<file path="src/hw/sdcmd_pkg.sv">
/*
 * Constants, state codes and helper functions of the card command path.
 * Assumes a 32-bit AXI4-Lite register window with byte addresses in the low eight bits.
 */
package sdcmd_pkg;
    // register byte offsets
    localparam logic [7:0]  OFS_CMD      = 8'h00;
    localparam logic [7:0]  OFS_ARG      = 8'h04;
    localparam logic [7:0]  OFS_TMO      = 8'h08;
    localparam logic [7:0]  OFS_CTRL     = 8'h0C;
    localparam logic [7:0]  OFS_CLKSET   = 8'h10;
    localparam logic [7:0]  OFS_CLKACT   = 8'h14;
    localparam logic [7:0]  OFS_RAW      = 8'h18;
    localparam logic [7:0]  OFS_REPLY0   = 8'h20;
    localparam logic [7:0]  OFS_REPLY1   = 8'h24;
    localparam logic [7:0]  OFS_REPLY2   = 8'h28;
    localparam logic [7:0]  OFS_REPLY3   = 8'h2C;
    // command register fields
    localparam int          CMD_IDX_LSB  = 0;
    localparam int          CMD_RESP_EXP = 6;
    localparam int          CMD_RESP_LNG = 7;
    localparam int          CMD_CHK_CRC  = 8;
    localparam int          CMD_WAIT_PRV = 13;
    localparam int          CMD_SEND_INI = 15;
    localparam int          CMD_CLK_ONLY = 21;
    localparam int          CMD_CCS_EXP  = 23;
    localparam int          CMD_START    = 31;
    // control register fields
    localparam int          CTRL_IRQ_RSP = 0;
    localparam int          CTRL_CCSD    = 1;
    localparam int          CTRL_AUTO_CS = 2;
    // raw status fields
    localparam int          RAW_RESP_ERR = 1;
    localparam int          RAW_CMD_DONE = 2;
    localparam int          RAW_DTO      = 3;
    localparam int          RAW_RCRC     = 6;
    localparam int          RAW_RTO      = 8;
    localparam int          RAW_ACD      = 14;
    // clock setting fields
    localparam int          CLK_EN       = 0;
    localparam int          CLK_DIV_LSB  = 8;
    localparam int          CLK_SRC_LSB  = 16;
    // reset values and bus response codes
    localparam logic [31:0] RST_ZERO     = 32'h0000_0000;
    localparam logic [31:0] RST_TMO      = 32'h0000_0040;
    localparam logic [1:0]  AXI_OKAY     = 2'h0;
    localparam logic [1:0]  AXI_SLVERR   = 2'h2;
    // frame timing in card clock cycles, CRC-7 polynomial and fixed command fields
    localparam logic [7:0]  INIT_CYCLES  = 8'h50;
    localparam logic [7:0]  INIT_LAST    = INIT_CYCLES - 8'h01;
    localparam logic [7:0]  GAP_CYCLES   = 8'h08;
    localparam logic [7:0]  GAP_LAST     = GAP_CYCLES - 8'h01;
    localparam logic [7:0]  CCSD_WAIT    = 8'h08;
    localparam logic [7:0]  CCSD_LAST    = 8'h04;
    localparam logic [7:0]  HDR_BITS     = 8'h28;
    localparam logic [7:0]  FRAME_LAST   = 8'h2F;
    localparam logic [7:0]  LONG_LAST    = 8'h87;
    localparam logic [7:0]  LONG_CRC_LO  = 8'h08;
    localparam logic [7:0]  LONG_CRC_HI  = 8'h80;
    localparam logic [6:0]  CRC7_POLY    = 7'h09;
    localparam logic [5:0]  STOP_INDEX   = 6'h0C;
    localparam logic [5:0]  IRQ_INDEX    = 6'h28;
    localparam logic [31:0] IRQ_ARG      = 32'h0000_0000;
    localparam logic [4:0]  CCSD_PATTERN = 5'h01;

    typedef enum logic [8:0] {
        ST_IDLE = 9'h001,
        ST_INIT = 9'h002,
        ST_SEND = 9'h004,
        ST_WRSP = 9'h008,
        ST_RECV = 9'h010,
        ST_CCS  = 9'h020,
        ST_CCSD = 9'h040,
        ST_PBIT = 9'h080,
        ST_GAP  = 9'h100
    } sdcmd_state_type;

    function automatic logic [6:0] sdcmd_crc7(input logic [6:0] crc, input logic din);
        logic fb;
        fb = din ^ crc[6];
        return {crc[5:0], 1'b0} ^ (fb ? CRC7_POLY : 7'h00);
    endfunction

    function automatic logic [31:0] sdcmd_merge(input logic [31:0] old_v,
                                                input logic [31:0] new_v,
                                                input logic [3:0]  strb);
        logic [31:0] res;
        res = old_v;
        for (int i = 0; i < 4; i++) begin
            if (strb[i]) res[8*i +: 8] = new_v[8*i +: 8];
        end
        return res;
    endfunction
endpackage

</file>
<file path="src/hw/sdcmd_command_path.sv">
/*
 * Card command path: loads commands from the register window, sends framed commands
 * with CRC-7 on the card command line, receives and checks responses, handles CE-ATA
 * completion signalling. Assumes ref_clk_in is the card clock and the command line
 * reads 1 when nobody drives it; the data path reports busy, open-ended and done.
 */
// Local design decisions: the register offsets and the AXI4-Lite register port.
`timescale 1ns/100ps
module sdcmd_command_path (
    // clock and reset
    input  wire logic        ref_clk_in,
    input  wire logic        rst_in,
    // axi4-lite write
    input  wire logic [7:0]  s_axi_awaddr_in,
    input  wire logic        s_axi_awvalid_in,
    output logic             s_axi_awready_out,
    input  wire logic [31:0] s_axi_wdata_in,
    input  wire logic [3:0]  s_axi_wstrb_in,
    input  wire logic        s_axi_wvalid_in,
    output logic             s_axi_wready_out,
    output logic [1:0]       s_axi_bresp_out,
    output logic             s_axi_bvalid_out,
    input  wire logic        s_axi_bready_in,
    // axi4-lite read
    input  wire logic [7:0]  s_axi_araddr_in,
    input  wire logic        s_axi_arvalid_in,
    output logic             s_axi_arready_out,
    output logic [31:0]      s_axi_rdata_out,
    output logic [1:0]       s_axi_rresp_out,
    output logic             s_axi_rvalid_out,
    input  wire logic        s_axi_rready_in,
    // card command line
    input  wire logic        card_cmd_in,
    output logic             card_cmd_out,
    output logic             card_cmd_oe_n_out,
    // data path status
    input  wire logic        data_busy_in,
    input  wire logic        data_open_ended_in,
    input  wire logic        data_done_in,
    input  wire logic        data_auto_stop_in,
    // clock control settings
    output logic             clk_enable_out,
    output logic [7:0]       clk_divider_out,
    output logic [1:0]       clk_source_out
);
    import sdcmd_pkg::*;

    sdcmd_state_type state;
    logic [31:0]     cmd_reg;
    logic [31:0]     arg_reg;
    logic [31:0]     tmo_reg;
    logic [31:0]     ctrl_reg;
    logic [31:0]     clk_set;
    logic [31:0]     clk_act;
    logic [31:0]     raw_reg;
    logic [31:0]     reply_word_zero;
    logic [31:0]     reply_word_one;
    logic [31:0]     reply_word_two;
    logic [31:0]     reply_word_three;
    logic [31:0]     ev_set;
    logic [7:0]      cnt;
    logic [39:0]     tx_hdr;
    logic [6:0]      crc;
    logic [135:0]    rx_sh;
    logic [5:0]      cur_idx;
    logic [7:0]      cur_tmo;
    logic            cur_resp;
    logic            cur_long;
    logic            cur_chk;
    logic            cur_ccs;
    logic            cur_auto;
    logic            stop_pend;
    logic            aw_hold;
    logic [7:0]      aw_addr;
    logic            w_hold;
    logic [31:0]     w_data;
    logic [3:0]      w_strb;

    // load and exit conditions
    wire in_idle   = (state == ST_IDLE);
    wire data_free = !cmd_reg[CMD_WAIT_PRV] || !data_busy_in || data_open_ended_in;
    wire take_stop = in_idle && stop_pend;
    wire take_sw   = in_idle && !stop_pend && cmd_reg[CMD_START] && data_free;
    wire take_cmd  = take_sw && !cmd_reg[CMD_CLK_ONLY];
    wire take_clk  = take_sw && cmd_reg[CMD_CLK_ONLY];
    wire take_irq  = (state == ST_WRSP) && ctrl_reg[CTRL_IRQ_RSP];
    wire ccs_seen  = (state == ST_CCS) && !card_cmd_in;
    wire take_ccsd = (state == ST_CCS) && ctrl_reg[CTRL_CCSD] && !ccs_seen
                     && (cnt == CCSD_WAIT);
    wire ccsd_done = (state == ST_CCSD) && (cnt == CCSD_LAST);
    wire set_stop  = (data_done_in && data_auto_stop_in)
                     || (ccsd_done && ctrl_reg[CTRL_AUTO_CS]);

    // response checks on the complete received frame
    wire [135:0] rx_fin   = {rx_sh[134:0], card_cmd_in};
    wire [7:0]   rx_last  = cur_long ? LONG_LAST : FRAME_LAST;
    wire         rx_crc_on = cur_long ? (cnt >= LONG_CRC_LO && cnt < LONG_CRC_HI)
                                      : (cnt < HDR_BITS);
    wire         bad_tx   = cur_long ? rx_fin[134] : rx_fin[46];
    wire         bad_idx  = !cur_long && cur_chk && (rx_fin[45:40] != cur_idx);
    wire         resp_err = bad_tx || !rx_fin[0] || bad_idx;
    wire         crc_err  = cur_chk && (crc != rx_fin[7:1]);

    // bus decode
    wire         wr_fire  = aw_hold && w_hold && !s_axi_bvalid_out;
    wire         wr_cmd   = wr_fire && (aw_addr == OFS_CMD);
    wire         wr_arg   = wr_fire && (aw_addr == OFS_ARG);
    wire         wr_tmo   = wr_fire && (aw_addr == OFS_TMO);
    wire         wr_ctrl  = wr_fire && (aw_addr == OFS_CTRL);
    wire         wr_clk   = wr_fire && (aw_addr == OFS_CLKSET);
    wire         wr_raw   = wr_fire && (aw_addr == OFS_RAW);
    wire         wr_ro    = (aw_addr == OFS_CLKACT) || (aw_addr == OFS_REPLY0)
                            || (aw_addr == OFS_REPLY1) || (aw_addr == OFS_REPLY2)
                            || (aw_addr == OFS_REPLY3);
    wire         wr_hit   = wr_cmd || wr_arg || wr_tmo || wr_ctrl || wr_clk || wr_raw
                            || (wr_fire && wr_ro);
    wire [31:0]  raw_clr  = wr_raw ? sdcmd_merge(RST_ZERO, w_data, w_strb) : RST_ZERO;
    wire [7:0]   ra       = s_axi_araddr_in;
    wire         rd_hit   = (ra == OFS_CMD) || (ra == OFS_ARG) || (ra == OFS_TMO)
                            || (ra == OFS_CTRL) || (ra == OFS_CLKSET) || (ra == OFS_CLKACT)
                            || (ra == OFS_RAW) || (ra == OFS_REPLY0) || (ra == OFS_REPLY1)
                            || (ra == OFS_REPLY2) || (ra == OFS_REPLY3);
    wire [31:0]  rd_val   = (ra == OFS_CMD)    ? cmd_reg :
                            (ra == OFS_ARG)    ? arg_reg :
                            (ra == OFS_TMO)    ? tmo_reg :
                            (ra == OFS_CTRL)   ? ctrl_reg :
                            (ra == OFS_CLKSET) ? clk_set :
                            (ra == OFS_CLKACT) ? clk_act :
                            (ra == OFS_RAW)    ? raw_reg :
                            (ra == OFS_REPLY0) ? reply_word_zero :
                            (ra == OFS_REPLY1) ? reply_word_one :
                            (ra == OFS_REPLY2) ? reply_word_two :
                            (ra == OFS_REPLY3) ? reply_word_three : RST_ZERO;

    assign s_axi_awready_out = !aw_hold && !s_axi_bvalid_out;
    assign s_axi_wready_out  = !w_hold && !s_axi_bvalid_out;
    assign s_axi_arready_out = !s_axi_rvalid_out;
    assign clk_enable_out    = clk_act[CLK_EN];
    assign clk_divider_out   = clk_act[CLK_DIV_LSB +: 8];
    assign clk_source_out    = clk_act[CLK_SRC_LSB +: 2];

    // axi4-lite handshakes
    always_ff @(posedge ref_clk_in or posedge rst_in) begin
        if (rst_in) begin
            aw_hold          <= 1'b0;
            aw_addr          <= 8'h00;
            w_hold           <= 1'b0;
            w_data           <= RST_ZERO;
            w_strb           <= 4'h0;
            s_axi_bvalid_out <= 1'b0;
            s_axi_bresp_out  <= AXI_OKAY;
            s_axi_rvalid_out <= 1'b0;
            s_axi_rdata_out  <= RST_ZERO;
            s_axi_rresp_out  <= AXI_OKAY;
        end else begin
            if (s_axi_awvalid_in && s_axi_awready_out) begin
                aw_hold <= 1'b1;
                aw_addr <= s_axi_awaddr_in;
            end
            if (s_axi_wvalid_in && s_axi_wready_out) begin
                w_hold <= 1'b1;
                w_data <= s_axi_wdata_in;
                w_strb <= s_axi_wstrb_in;
            end
            if (wr_fire) begin
                aw_hold          <= 1'b0;
                w_hold           <= 1'b0;
                s_axi_bvalid_out <= 1'b1;
                s_axi_bresp_out  <= wr_hit ? AXI_OKAY : AXI_SLVERR;
            end else if (s_axi_bready_in) begin
                s_axi_bvalid_out <= 1'b0;
            end
            if (s_axi_arvalid_in && s_axi_arready_out) begin
                s_axi_rvalid_out <= 1'b1;
                s_axi_rdata_out  <= rd_val;
                s_axi_rresp_out  <= rd_hit ? AXI_OKAY : AXI_SLVERR;
            end else if (s_axi_rready_in) begin
                s_axi_rvalid_out <= 1'b0;
            end
        end
    end

    // software registers; hardware events beat a same-cycle clear
    always_ff @(posedge ref_clk_in or posedge rst_in) begin
        if (rst_in) begin
            cmd_reg  <= RST_ZERO;
            arg_reg  <= RST_ZERO;
            tmo_reg  <= RST_TMO;
            ctrl_reg <= RST_ZERO;
            clk_set  <= RST_ZERO;
            clk_act  <= RST_ZERO;
            raw_reg  <= RST_ZERO;
        end else begin
            if (wr_cmd) cmd_reg <= sdcmd_merge(cmd_reg, w_data, w_strb);
            else if (take_sw) cmd_reg[CMD_START] <= 1'b0;
            if (wr_arg) arg_reg <= sdcmd_merge(arg_reg, w_data, w_strb);
            if (wr_tmo) tmo_reg <= sdcmd_merge(tmo_reg, w_data, w_strb);
            if (wr_clk) clk_set <= sdcmd_merge(clk_set, w_data, w_strb);
            if (take_clk) clk_act <= clk_set;
            if (wr_ctrl) begin
                ctrl_reg <= sdcmd_merge(ctrl_reg, w_data, w_strb);
            end else begin
                if (take_irq) ctrl_reg[CTRL_IRQ_RSP] <= 1'b0;
                if (ccsd_done) ctrl_reg[CTRL_CCSD] <= 1'b0;
            end
            raw_reg <= (raw_reg & ~raw_clr) | ev_set;
        end
    end

    // command sequencer and command line driver
    always_ff @(posedge ref_clk_in or posedge rst_in) begin
        if (rst_in) begin
            state             <= ST_IDLE;
            cnt               <= 8'h00;
            tx_hdr            <= 40'h00_0000_0000;
            crc               <= 7'h00;
            rx_sh             <= '0;
            cur_idx           <= 6'h00;
            cur_tmo           <= 8'h00;
            cur_resp          <= 1'b0;
            cur_long          <= 1'b0;
            cur_chk           <= 1'b0;
            cur_ccs           <= 1'b0;
            cur_auto          <= 1'b0;
            stop_pend         <= 1'b0;
            ev_set            <= RST_ZERO;
            reply_word_zero   <= RST_ZERO;
            reply_word_one    <= RST_ZERO;
            reply_word_two    <= RST_ZERO;
            reply_word_three  <= RST_ZERO;
            card_cmd_out      <= 1'b1;
            card_cmd_oe_n_out <= 1'b1;
        end else begin
            ev_set            <= RST_ZERO;
            card_cmd_out      <= 1'b1;
            card_cmd_oe_n_out <= 1'b1;
            if (set_stop) stop_pend <= 1'b1;
            else if (take_stop) stop_pend <= 1'b0;
            case (state)
                ST_IDLE: begin
                    cnt <= 8'h00;
                    crc <= 7'h00;
                    if (take_stop) begin
                        tx_hdr   <= {2'h1, STOP_INDEX, RST_ZERO};
                        cur_idx  <= STOP_INDEX;
                        cur_tmo  <= tmo_reg[7:0];
                        cur_resp <= 1'b1;
                        cur_long <= 1'b0;
                        cur_chk  <= 1'b1;
                        cur_ccs  <= 1'b0;
                        cur_auto <= 1'b1;
                        state    <= ST_SEND;
                    end else if (take_cmd) begin
                        tx_hdr   <= {2'h1, cmd_reg[CMD_IDX_LSB +: 6], arg_reg};
                        cur_idx  <= cmd_reg[CMD_IDX_LSB +: 6];
                        cur_tmo  <= tmo_reg[7:0];
                        cur_resp <= cmd_reg[CMD_RESP_EXP];
                        cur_long <= cmd_reg[CMD_RESP_LNG];
                        cur_chk  <= cmd_reg[CMD_CHK_CRC];
                        cur_ccs  <= cmd_reg[CMD_CCS_EXP];
                        cur_auto <= 1'b0;
                        state    <= cmd_reg[CMD_SEND_INI] ? ST_INIT : ST_SEND;
                    end
                end
                ST_INIT: begin
                    card_cmd_oe_n_out <= 1'b0;
                    cnt <= cnt + 8'h01;
                    if (cnt == INIT_LAST) begin
                        cnt   <= 8'h00;
                        state <= ST_SEND;
                    end
                end
                ST_SEND: begin
                    card_cmd_oe_n_out <= 1'b0;
                    cnt <= cnt + 8'h01;
                    if (cnt < HDR_BITS) begin
                        card_cmd_out <= tx_hdr[39];
                        tx_hdr       <= {tx_hdr[38:0], 1'b0};
                        crc          <= sdcmd_crc7(crc, tx_hdr[39]);
                    end else if (cnt < FRAME_LAST) begin
                        card_cmd_out <= crc[6];
                        crc          <= {crc[5:0], 1'b0};
                    end else begin
                        cnt   <= 8'h00;
                        state <= cur_resp ? ST_WRSP : ST_PBIT;
                    end
                end
                ST_WRSP: begin
                    cnt <= cnt + 8'h01;
                    crc <= 7'h00;
                    if (take_irq) begin
                        tx_hdr   <= {2'h0, IRQ_INDEX, IRQ_ARG};
                        cur_resp <= 1'b0;
                        cur_ccs  <= 1'b0;
                        cur_auto <= 1'b0;
                        cnt      <= 8'h00;
                        state    <= ST_SEND;
                    end else if (!card_cmd_in) begin
                        rx_sh <= '0;
                        cnt   <= 8'h01;
                        state <= ST_RECV;
                    end else if (cnt == cur_tmo) begin
                        ev_set[RAW_RTO]      <= 1'b1;
                        ev_set[RAW_CMD_DONE] <= 1'b1;
                        state                <= ST_PBIT;
                    end
                end
                ST_RECV: begin
                    cnt   <= cnt + 8'h01;
                    rx_sh <= rx_fin;
                    if (rx_crc_on) crc <= sdcmd_crc7(crc, card_cmd_in);
                    if (cnt == rx_last) begin
                        cnt                  <= 8'h00;
                        ev_set[RAW_RESP_ERR] <= resp_err;
                        ev_set[RAW_RCRC]     <= crc_err;
                        if (cur_auto) begin
                            reply_word_one  <= rx_fin[39:8];
                            ev_set[RAW_ACD] <= 1'b1;
                        end else begin
                            ev_set[RAW_CMD_DONE] <= 1'b1;
                            if (cur_long) begin
                                reply_word_three <= rx_fin[127:96];
                                reply_word_two   <= rx_fin[95:64];
                                reply_word_one   <= rx_fin[63:32];
                                reply_word_zero  <= rx_fin[31:0];
                            end else begin
                                reply_word_zero <= rx_fin[39:8];
                            end
                        end
                        state <= cur_ccs ? ST_CCS : ST_PBIT;
                    end
                end
                ST_CCS: begin
                    if (cnt != CCSD_WAIT) cnt <= cnt + 8'h01;
                    if (ccs_seen) begin
                        ev_set[RAW_DTO]      <= 1'b1;
                        ev_set[RAW_CMD_DONE] <= ctrl_reg[CTRL_CCSD];
                        state                <= ST_PBIT;
                    end else if (take_ccsd) begin
                        tx_hdr <= {CCSD_PATTERN, 35'h0_0000_0000};
                        cnt    <= 8'h00;
                        state  <= ST_CCSD;
                    end
                end
                ST_CCSD: begin
                    card_cmd_oe_n_out <= 1'b0;
                    card_cmd_out      <= tx_hdr[39];
                    tx_hdr            <= {tx_hdr[38:0], 1'b0};
                    cnt               <= cnt + 8'h01;
                    if (ccsd_done) begin
                        ev_set[RAW_CMD_DONE] <= 1'b1;
                        state                <= ST_PBIT;
                    end
                end
                ST_PBIT: begin
                    card_cmd_oe_n_out <= 1'b0;
                    card_cmd_out      <= 1'b1;
                    if (!cur_resp) ev_set[RAW_CMD_DONE] <= 1'b1;
                    cnt   <= 8'h00;
                    state <= ST_GAP;
                end
                ST_GAP: begin
                    cnt <= cnt + 8'h01;
                    if (cnt == GAP_LAST) state <= ST_IDLE;
                end
                default: begin
                    state <= ST_IDLE;
                end
            endcase
        end
    end
endmodule

</file>
<file path="config.mk">
export PLATFORM = sky130hd
export DESIGN_NAME = sdcmd_command_path
export DESIGN_NICKNAME = d
export VERILOG_FILES = /design/src/hw/sdcmd_pkg.sv /design/src/hw/sdcmd_command_path.sv
export SDC_FILE = /design/constraint.sdc
export NUM_CORES = 1
export LEC_CHECK = 0
export BUFFER_PORTS_ARGS = -buffer_cell sky130_fd_sc_hd__buf_2
export CORE_AREA = 2 2 240 266
export DETAILED_ROUTE_END_ITERATION = 12
export DIE_AREA = 0 0 242 268
export HOLD_SLACK_MARGIN = 0.1
export PLACE_DENSITY = 0.63
export SETUP_SLACK_MARGIN = 0.05
export SYNTH_ARGS = -nofsm -noshare
export SYNTH_HDL_FRONTEND = slang
export SYNTH_SLANG_ARGS = --single-unit
</file>
<file path="constraint.sdc">
create_clock -name ref_clk_in -period 30.7 [get_ports ref_clk_in]
set_input_delay 6.14 -clock ref_clk_in [delete_from_list [all_inputs] [get_ports ref_clk_in]]
set_output_delay 6.14 -clock ref_clk_in [all_outputs]
set_load 0.005 [all_outputs]
</file>
==> impl_metrics.tcl, run 1 <==
set metrics [dict create \
    netSwitchingPower_w 0.000757 \
    most_used_cells_in_the_layout_excluding_fill_and_tap_cells "sky130_fd_sc_hd__dfrtp_1, sky130_fd_sc_hd__mux2_2, sky130_fd_sc_hd__nand2_1" \
    synth-edff-count 0 \
    synth-compound-area-share 0.163 \
    skew_ns 0.0297 \
    io_buffers 115 \
    synthMuxAreaShare 0.142 \
    timing.final.hold_violations 0 \
    dr.pass1.iters 6 \
    type_of_element_capturing_the_critical_path "register" \
    cellPowerDensity_mw_per_mm2 73.8 \
    drv.max_cap_violation_count 0 \
    cts.sinks 660 \
    report.final.slew_viol_count 0 \
    grt_pass1_wl_um 134000 \
    rsz_0062_raised_after_global_routing "no" \
    globalRouteOverflowTotal 0 \
    timing.rr.end "reply_word_three[21]" \
    groute.usage.overall 0.270 \
    grt_max_degree 175 \
    power.total_w 0.00241 \
    ys_seq_area_frac 0.571 \
    final_weighted_congestion_in_routability_driven_placement 0.932 \
    ioPinCount 118 \
    combinational_family_with_the_most_area_after_synthesis "compound AO/OA/AOI/OAI gates" \
    async_set_or_reset_register_ratio_after_synthesis 1.00 \
    result_of_the_run "complete, no violations" \
    cpPeakStageDelay_ns 0.74 \
    critPathKind "primary input to register" \
    vdd.ir_drop.worst_mv 0.0608 \
    postSynthAreaPerCell_um2 11.7 \
    synthAdderAreaFrac 0.000864 \
    drive_gt1_frac 0.231 \
    top_regs "rx_sh x134, tx_hdr x40" \
    coreArea_mm2 0.0620 \
    final_cells 3406 \
    synth-xor-area-share 0.00847 \
    endpoint "s_axi_rdata_out[13]" \
    post_cts_resized 0 \
    reg2reg_setup_slack_ns 26.77 \
    initial_utilization 0.467 \
    synthSimpleGateAreaFrac 0.0846 \
    cts.root.buffer_cell "sky130_fd_sc_hd__clkbuf_16" \
    clock_tree.htree_level_count 3 \
    mappedNetlistArea_mm2 0.0290 \
    number_of_buffers_added_by_the_clock_tree_synthesis_step 71 \
    final-setup-viol-count 0 \
    timing.critical_path.arrival_ns 9.20 \
    tritoncts "yes" \
    timing.rr.start "state[8]" \
    cts.hold.buffers_added 0 \
    route.detailed.wl_per_inst_um 25.7 \
    post-route-cell-area_mm2 0.0326 \
    worst_pin_slew_ns 1.24 \
    timing.final.crit_share 0.284 \
    post_synth_num_cell_types 74 \
    floorplan_row_count 96 \
    nNetsFinal 2585 \
    layout_commonest_cell "sky130_fd_sc_hd__dfrtp_1" \
    area_growth_from_synthesis_to_layout_pct 12.6 \
    antenna_violations_before_repair 2 \
    drcViolationCount 0 \
    cts_setup_buffers 0 \
    post_dp_cell_area_mm2 0.0302 \
    via_count_of_the_first_global_routing_pass 20921 \
    clk_transition_reported_paths_ns 0.06 \
    hpwl_um 60700 \
    ys.flop_type "sky130_fd_sc_hd__dfrtp_1" \
    insertion_delay_ns 0.62 \
    clock_tree.buffer_depth 3 \
    yosys_register_bits 660 \
    switching_share 0.315 \
    timing.hold.ws_ns 0.410 \
    power.clock.fraction 0.369 \
    worstSetupStartpointType "primary input" \
    placed_cells_incl_taps 3279 \
    critPathLaunch "s_axi_araddr_in[2]" \
    die-height_um 268 \
    vias_per_cell 6.24 \
    antenna_cells_inserted 0 \
    fmaxAchievable_mhz 115 \
    slew_headroom 0.168 \
    wirelength_um 87600 \
    reg2reg_depth 6 \
    top_register "rx_sh" \
    ys_warnings 0 \
    combPwrFrac 0.170 \
    worst_hold_startpoint "ev_set[2]" \
    detailroute.via_count 21264 \
    timing.critical_path.fanout_max 56 \
    drtAntennaViolNets 0 \
    internal_power_w 0.00165 \
    fin_setup_tns_ns 0 \
    fillers 5450 \
    required_ns 31.17 \
    worst_path_cell_with_the_longest_stage_delay "sky130_fd_sc_hd__nand2_1" \
    largest_register_ff_count 134 \
    share_seq_of_total_power 0.461 \
    die_outline_width_um 242 \
    timing.final.crit_period_ns 8.73 \
    first_iter_violations 2078 \
    syn_inst 2473 \
    die-area_mm2 0.0649 \
    leakage_nw 15.1 \
    crit_path_cell_trace "buf_2 > buf_4 > nor4b_1 > nand2_1 > nor2_1 > o41ai_1 > a211oi_1 > o22ai_1" \
    hold_path_class "register to register" \
]
kinds of logic after synthesis:
group                    count (synthesis)
other                                    1
multiplexers                           370
XOR/XNOR                                28
adder cells (fa/ha/maj)                  2
buffers and inverters                  204
AND/OR/NAND/NOR                        538
AO/OA/AOI/OAI                          670
flip-flops                             660
metal layers:
metal	wire length (µm)	up-vias	GRT usage
met1	39900	11051	0.402
met4	2560	2	0.0876
li1	-	9216	-
met3	6110	148	0.0488
met5	15	-	0
met2	38900	847	0.403
Yosys cell counts, drive strengths merged (12+ instances only):
| master | n | area, µm² |
|---|---|---|
| o22ai | 31 | 194 |
| o21ai | 165 | 826 |
| nand4 | 13 | 81.3 |
| mux2i | 73 | 731 |
| a221oi | 25 | 219 |
| buf | 42 | 272 |
| o221ai | 24 | 210 |
| xor2 | 18 | 158 |
| a31oi | 12 | 75.1 |
| clkbuf | 137 | 514 |
| a211oi | 33 | 248 |
| nor3 | 25 | 125 |
| nor2 | 139 | 538 |
| nor4 | 20 | 131 |
| a22oi | 58 | 435 |
| nand2 | 241 | 905 |
| a21boi | 29 | 218 |
| nand3 | 20 | 100 |
| o41ai | 21 | 184 |
| mux2 | 297 | 3380 |
| a21o | 14 | 105 |
| dfrtp | 656 | 16400 |
| nor2b | 12 | 75.1 |
| or3 | 15 | 104 |
| a22o | 133 | 1160 |
| a21oi | 68 | 340 |
| inv | 25 | 93.8 |
cell type report:
class	count	area, µm²	share of cell area
Clock buffer	101	2040	0.0626
Clock inverter	26	374	0.0115
Inverter	25	101	0.00311
Multi-Input combinational cell	1610	11600	0.357
Sequential cell	660	16500	0.507
Tap cell	833	1040	0.0320
Timing Repair Buffer	151	871	0.0267
power groups by stage:
stage | Combinational (W) | Sequential, W | Clock, W
floorplan | 0.000322 | 0.00104 | 0
global placement | 0.000401 | 0.00112 | 0
detailed placement | 0.000410 | 0.00112 | 0
CTS | 0.000412 | 0.00111 | 0.000901
global route | 0.000457 | 0.00112 | 0.000935
finish | 0.000409 | 0.00111 | 0.000888
worst min path at each step:
stage / endpoint / slack [ns] / cells past startpoint
final: raw_reg[2] / 0.41 / 1
after global routing: raw_reg[6] / 0.44 / 1
after CTS: raw_reg[2] / 0.42 / 1
after detailed placement: raw_reg[2] / 0.41 / 1
after global placement: raw_reg[2] / 0.41 / 1
after floorplan: raw_reg[14] / 0.40 / 1
per-stage QoR:
step | utilization | worst slack, ns
final | 0.526 | 21.97
after global routing | 0.526 | 21.47
after CTS | 0.526 | 21.83
after detailed placement | 0.487 | 21.17
after global placement | 0.487 | 21.23
after floorplan | - | 6.07
worst max-delay path: cells and delay by family:
kind / cells / cell delay [ns]
AOI/OAI and AO/OA: 3 / 0.86
buffers and inverters: 2 / 0.59
and+or+nand+nor: 3 / 1.56
(Power assumes the default switching activity.)
==> run 2, diff against run 1 <==
Settings changed: ABC_AREA set to 1, CORE_AREA 2 2 240 266 to 2 2 242 268, DIE_AREA 0 0 242 268 to 0 0 244 270.
Clock period 30.7 ns to 8.89 ns, I/O delays scaled along.
==> run 2 against run 1 <==
  * Power increased to 2.9 times the previous value
  * Cell area increased by 1.2%
  * Critical path depth increased by 4
  * Non-clock buffer count decreased by 7
  * Largest power group unchanged
  * Die area increased by 1.6%
  * Hold slack improved by 0.025 ns
  * Largest cell class unchanged
  * Global-route usage decreased by 0.40 points
  * Clock skew decreased by 0.0075 ns
==> impl_metrics.tcl, run 2 <==
set metrics [dict create \
    result_of_the_run "complete, no violations" \
    die-area_mm2 0.0659 \
    placement.setup.worst_slack_ns 4.30 \
    route.detailed.wl_per_inst_um 19.6 \
    worst_hold_path.num_cells 2 \
    area_growth_from_synthesis_to_layout_pct 11.8 \
    drcViolationCount 0 \
    number_of_buffers_added_by_the_clock_tree_synthesis_step 71 \
    setup_slack_ns 4.88 \
    hpwl_um 57800 \
    top_register "rx_sh" \
    dr.pass1.iters 6 \
    rsz_0062_raised_after_global_routing "no" \
    cts.sinks 660 \
    detailroute.via_count 24269 \
    clock_tree.htree_level_count 3 \
    report.final.slew_viol_count 0 \
    yosysTopAreaCell "sky130_fd_sc_hd__dfrtp_1" \
    clk_transition_reported_paths_ns 0.06 \
    drive_gt1_frac 0.0929 \
    multi_input_comb_area_mm2 0.0107 \
    most_used_cells_in_the_layout_excluding_fill_and_tap_cells "sky130_fd_sc_hd__nand2_1, sky130_fd_sc_hd__dfrtp_1, sky130_fd_sc_hd__o21ai_0" \
    io_buffers 115 \
    antenna_violations_before_repair 1 \
    fin_setup_tns_ns 0 \
    critPathLaunch "s_axi_araddr_in[1]" \
    synthMostInstantiatedCell "sky130_fd_sc_hd__nand2_1" \
    post_cts_resized 0 \
    vias_per_cell 5.48 \
    worst_hold_path.endpoint "raw_reg[2]" \
    sequential_cell_area_mm2 0.0165 \
    fmaxAchievable_mhz 250 \
    worst_pin_slew_ns 1.19 \
    cellPowerDensity_mw_per_mm2 210 \
    skew_ns 0.0222 \
    type_of_element_capturing_the_critical_path "register" \
    synthTopCellsByArea "sky130_fd_sc_hd__dfrtp_1, sky130_fd_sc_hd__nand2_1, sky130_fd_sc_hd__o21ai_0" \
    ys_seq_area_frac 0.560 \
    ioPinCount 118 \
    coreArea_mm2 0.0632 \
    timing.hold.ws_ns 0.435 \
    grt_max_degree 181 \
    post_synth_most_frequent_cells "sky130_fd_sc_hd__nand2_1, sky130_fd_sc_hd__dfrtp_1, sky130_fd_sc_hd__o21ai_0, sky130_fd_sc_hd__inv_1, sky130_fd_sc_hd__nor2_1" \
    leakage_nw 16.2 \
    fillers 5914 \
    top_regs "rx_sh x134, tx_hdr x40" \
    synth-edff-count 0 \
    globalRouteOverflowTotal 0 \
    required_ns 9.40 \
    mappedNetlistArea_mm2 0.0295 \
    yosys_register_bits 660 \
    die_outline_width_um 244 \
    floorplan_row_count 97 \
    synth_top_area_frac 0.556 \
    reg2reg_setup_slack_ns 5.40 \
    ys_warnings 0 \
    worst_hold_startpoint "ev_set[2]" \
    reg2reg_depth 9 \
    cts.root.buffer_cell "sky130_fd_sc_hd__clkbuf_16" \
    drtAntennaViolNets 0 \
    tritoncts "yes" \
    vdd.ir_drop.worst_mv 0.199 \
    slew_headroom 0.206 \
    final-setup-viol-count 0 \
    critPathKind "primary input to register" \
    drv.max_cap_violation_count 0 \
    syn_inst 3496 \
    wirelength_um 86600 \
    placed_cells_incl_taps 4297 \
    cts_setup_buffers 0 \
    layout_commonest_cell "sky130_fd_sc_hd__nand2_1" \
    largest_register_ff_count 134 \
    via_count_of_the_first_global_routing_pass 23116 \
    final_weighted_congestion_in_routability_driven_placement 0.924 \
    hold_path_class "register to register" \
    antenna_cells_inserted 0 \
    final_core_util 0.522 \
    timing.final.hold_violations 0 \
    die-height_um 270 \
    timing.rr.start "cur_long" \
    timing.critical_path.arrival_ns 4.51 \
    post_synth_num_cell_types 55 \
    first_iter_violations 2411 \
    final_cells 4427 \
    timing.critical_path.fanout_max 40 \
    timing.rr.end "reply_word_one[11]" \
    groute.usage.overall 0.266 \
    insertion_delay_ns 0.62 \
    worstSetupStartpointType "primary input" \
    initial_utilization 0.467 \
    nNetsFinal 3595 \
    timing.final.crit_period_ns 4.01 \
    async_set_or_reset_register_ratio_after_synthesis 1.00 \
    grt_pass1_wl_um 137000 \
    postSynthAreaPerCell_um2 8.44 \
    cts.hold.buffers_added 0 \
    ys.flop_type "sky130_fd_sc_hd__dfrtp_1" \
    timing.final.crit_share 0.451 \
    clock_tree.buffer_depth 3 \
]
[run 2: layer usage]
| layer | part of all wire | global-route usage | up-vias |
|---|---|---|---|
| met4 | 0.039 | 0.101 | 2 |
| met3 | 0.066 | 0.0475 | 183 |
| li1 | - | - | 11466 |
| met1 | 0.45 | 0.381 | 11822 |
| met5 | 0.00018 | 0 | - |
| met2 | 0.45 | 0.405 | 796 |
[run 2: kinds of logic (layout without fill, tap and decap cells)]
group                      after synthesis  in the layout  share of synthesized area
xor gates and xnor gates                21             21                    0.00623
other                                    1              2                   0.000127
buffers and inverters                  576            665                     0.0796
DFF                                    660            660                      0.560
muxes                                   11             11                    0.00420
and+or+nand+nor                       1416           1416                      0.199
adders and majority gates                2              2                   0.000848
AOI/OAI and AO/OA                      809            809                      0.150
[run 2: final cells by class]
class,count,area share
sequential,660,0.501
multi-input combinational,2261,0.325
clock buffer,113,0.0661
inverter,391,0.0447
tap,841,0.0319
timing repair buffer,144,0.0252
clock inverter,17,0.00622
[run 2: power breakdown]
group | total [W] | leakage, nW | switching (W) | internal, W
Sequential | 0.00331 | 8.26 | 0.000133 | 0.00317
Clock | 0.00303 | 1.17 | 0.00123 | 0.00180
Combinational | 0.000598 | 6.76 | 0.000447 | 0.000151
[run 2: metrics by stage]
| step | power (W) | area (µm²) |
|---|---|---|
| after floorplan | 0.00369 | 29500 |
| after global placement | 0.00395 | 30600 |
| after detailed placement | 0.00396 | 30600 |
| after CTS | 0.00699 | 33000 |
| after global routing | 0.00720 | 33000 |
| final | 0.00694 | 33000 |
[run 2: worst max-delay path by stage]
stage,endpoint,depth (start not counted),slack [ns]
2_1_floorplan,arg_reg[0],1,-1.91
3_3_place_gp,s_axi_rdata_out[12],14,4.34
3_5_place_dp,s_axi_rdata_out[12],14,4.30
4_1_cts,s_axi_rdata_out[12],14,4.95
5_1_grt,s_axi_rdata_out[28],12,4.72
6_report,s_axi_rdata_out[30],12,4.88
[run 2: worst max-delay path, stage by stage]
cell and delay (ns):
sky130_fd_sc_hd__buf_2 0.10, sky130_fd_sc_hd__inv_1 0.04, sky130_fd_sc_hd__nand2_1 0.21, sky130_fd_sc_hd__nor2_1 0.25, sky130_fd_sc_hd__inv_1 0.10, sky130_fd_sc_hd__nor2_4 0.08, sky130_fd_sc_hd__buf_4 0.50, sky130_fd_sc_hd__clkinv_1 0.88
sky130_fd_sc_hd__nor2_1 0.31, sky130_fd_sc_hd__nor2_1 0.07, sky130_fd_sc_hd__nand2_1 0.10, sky130_fd_sc_hd__nand2_1 0.05
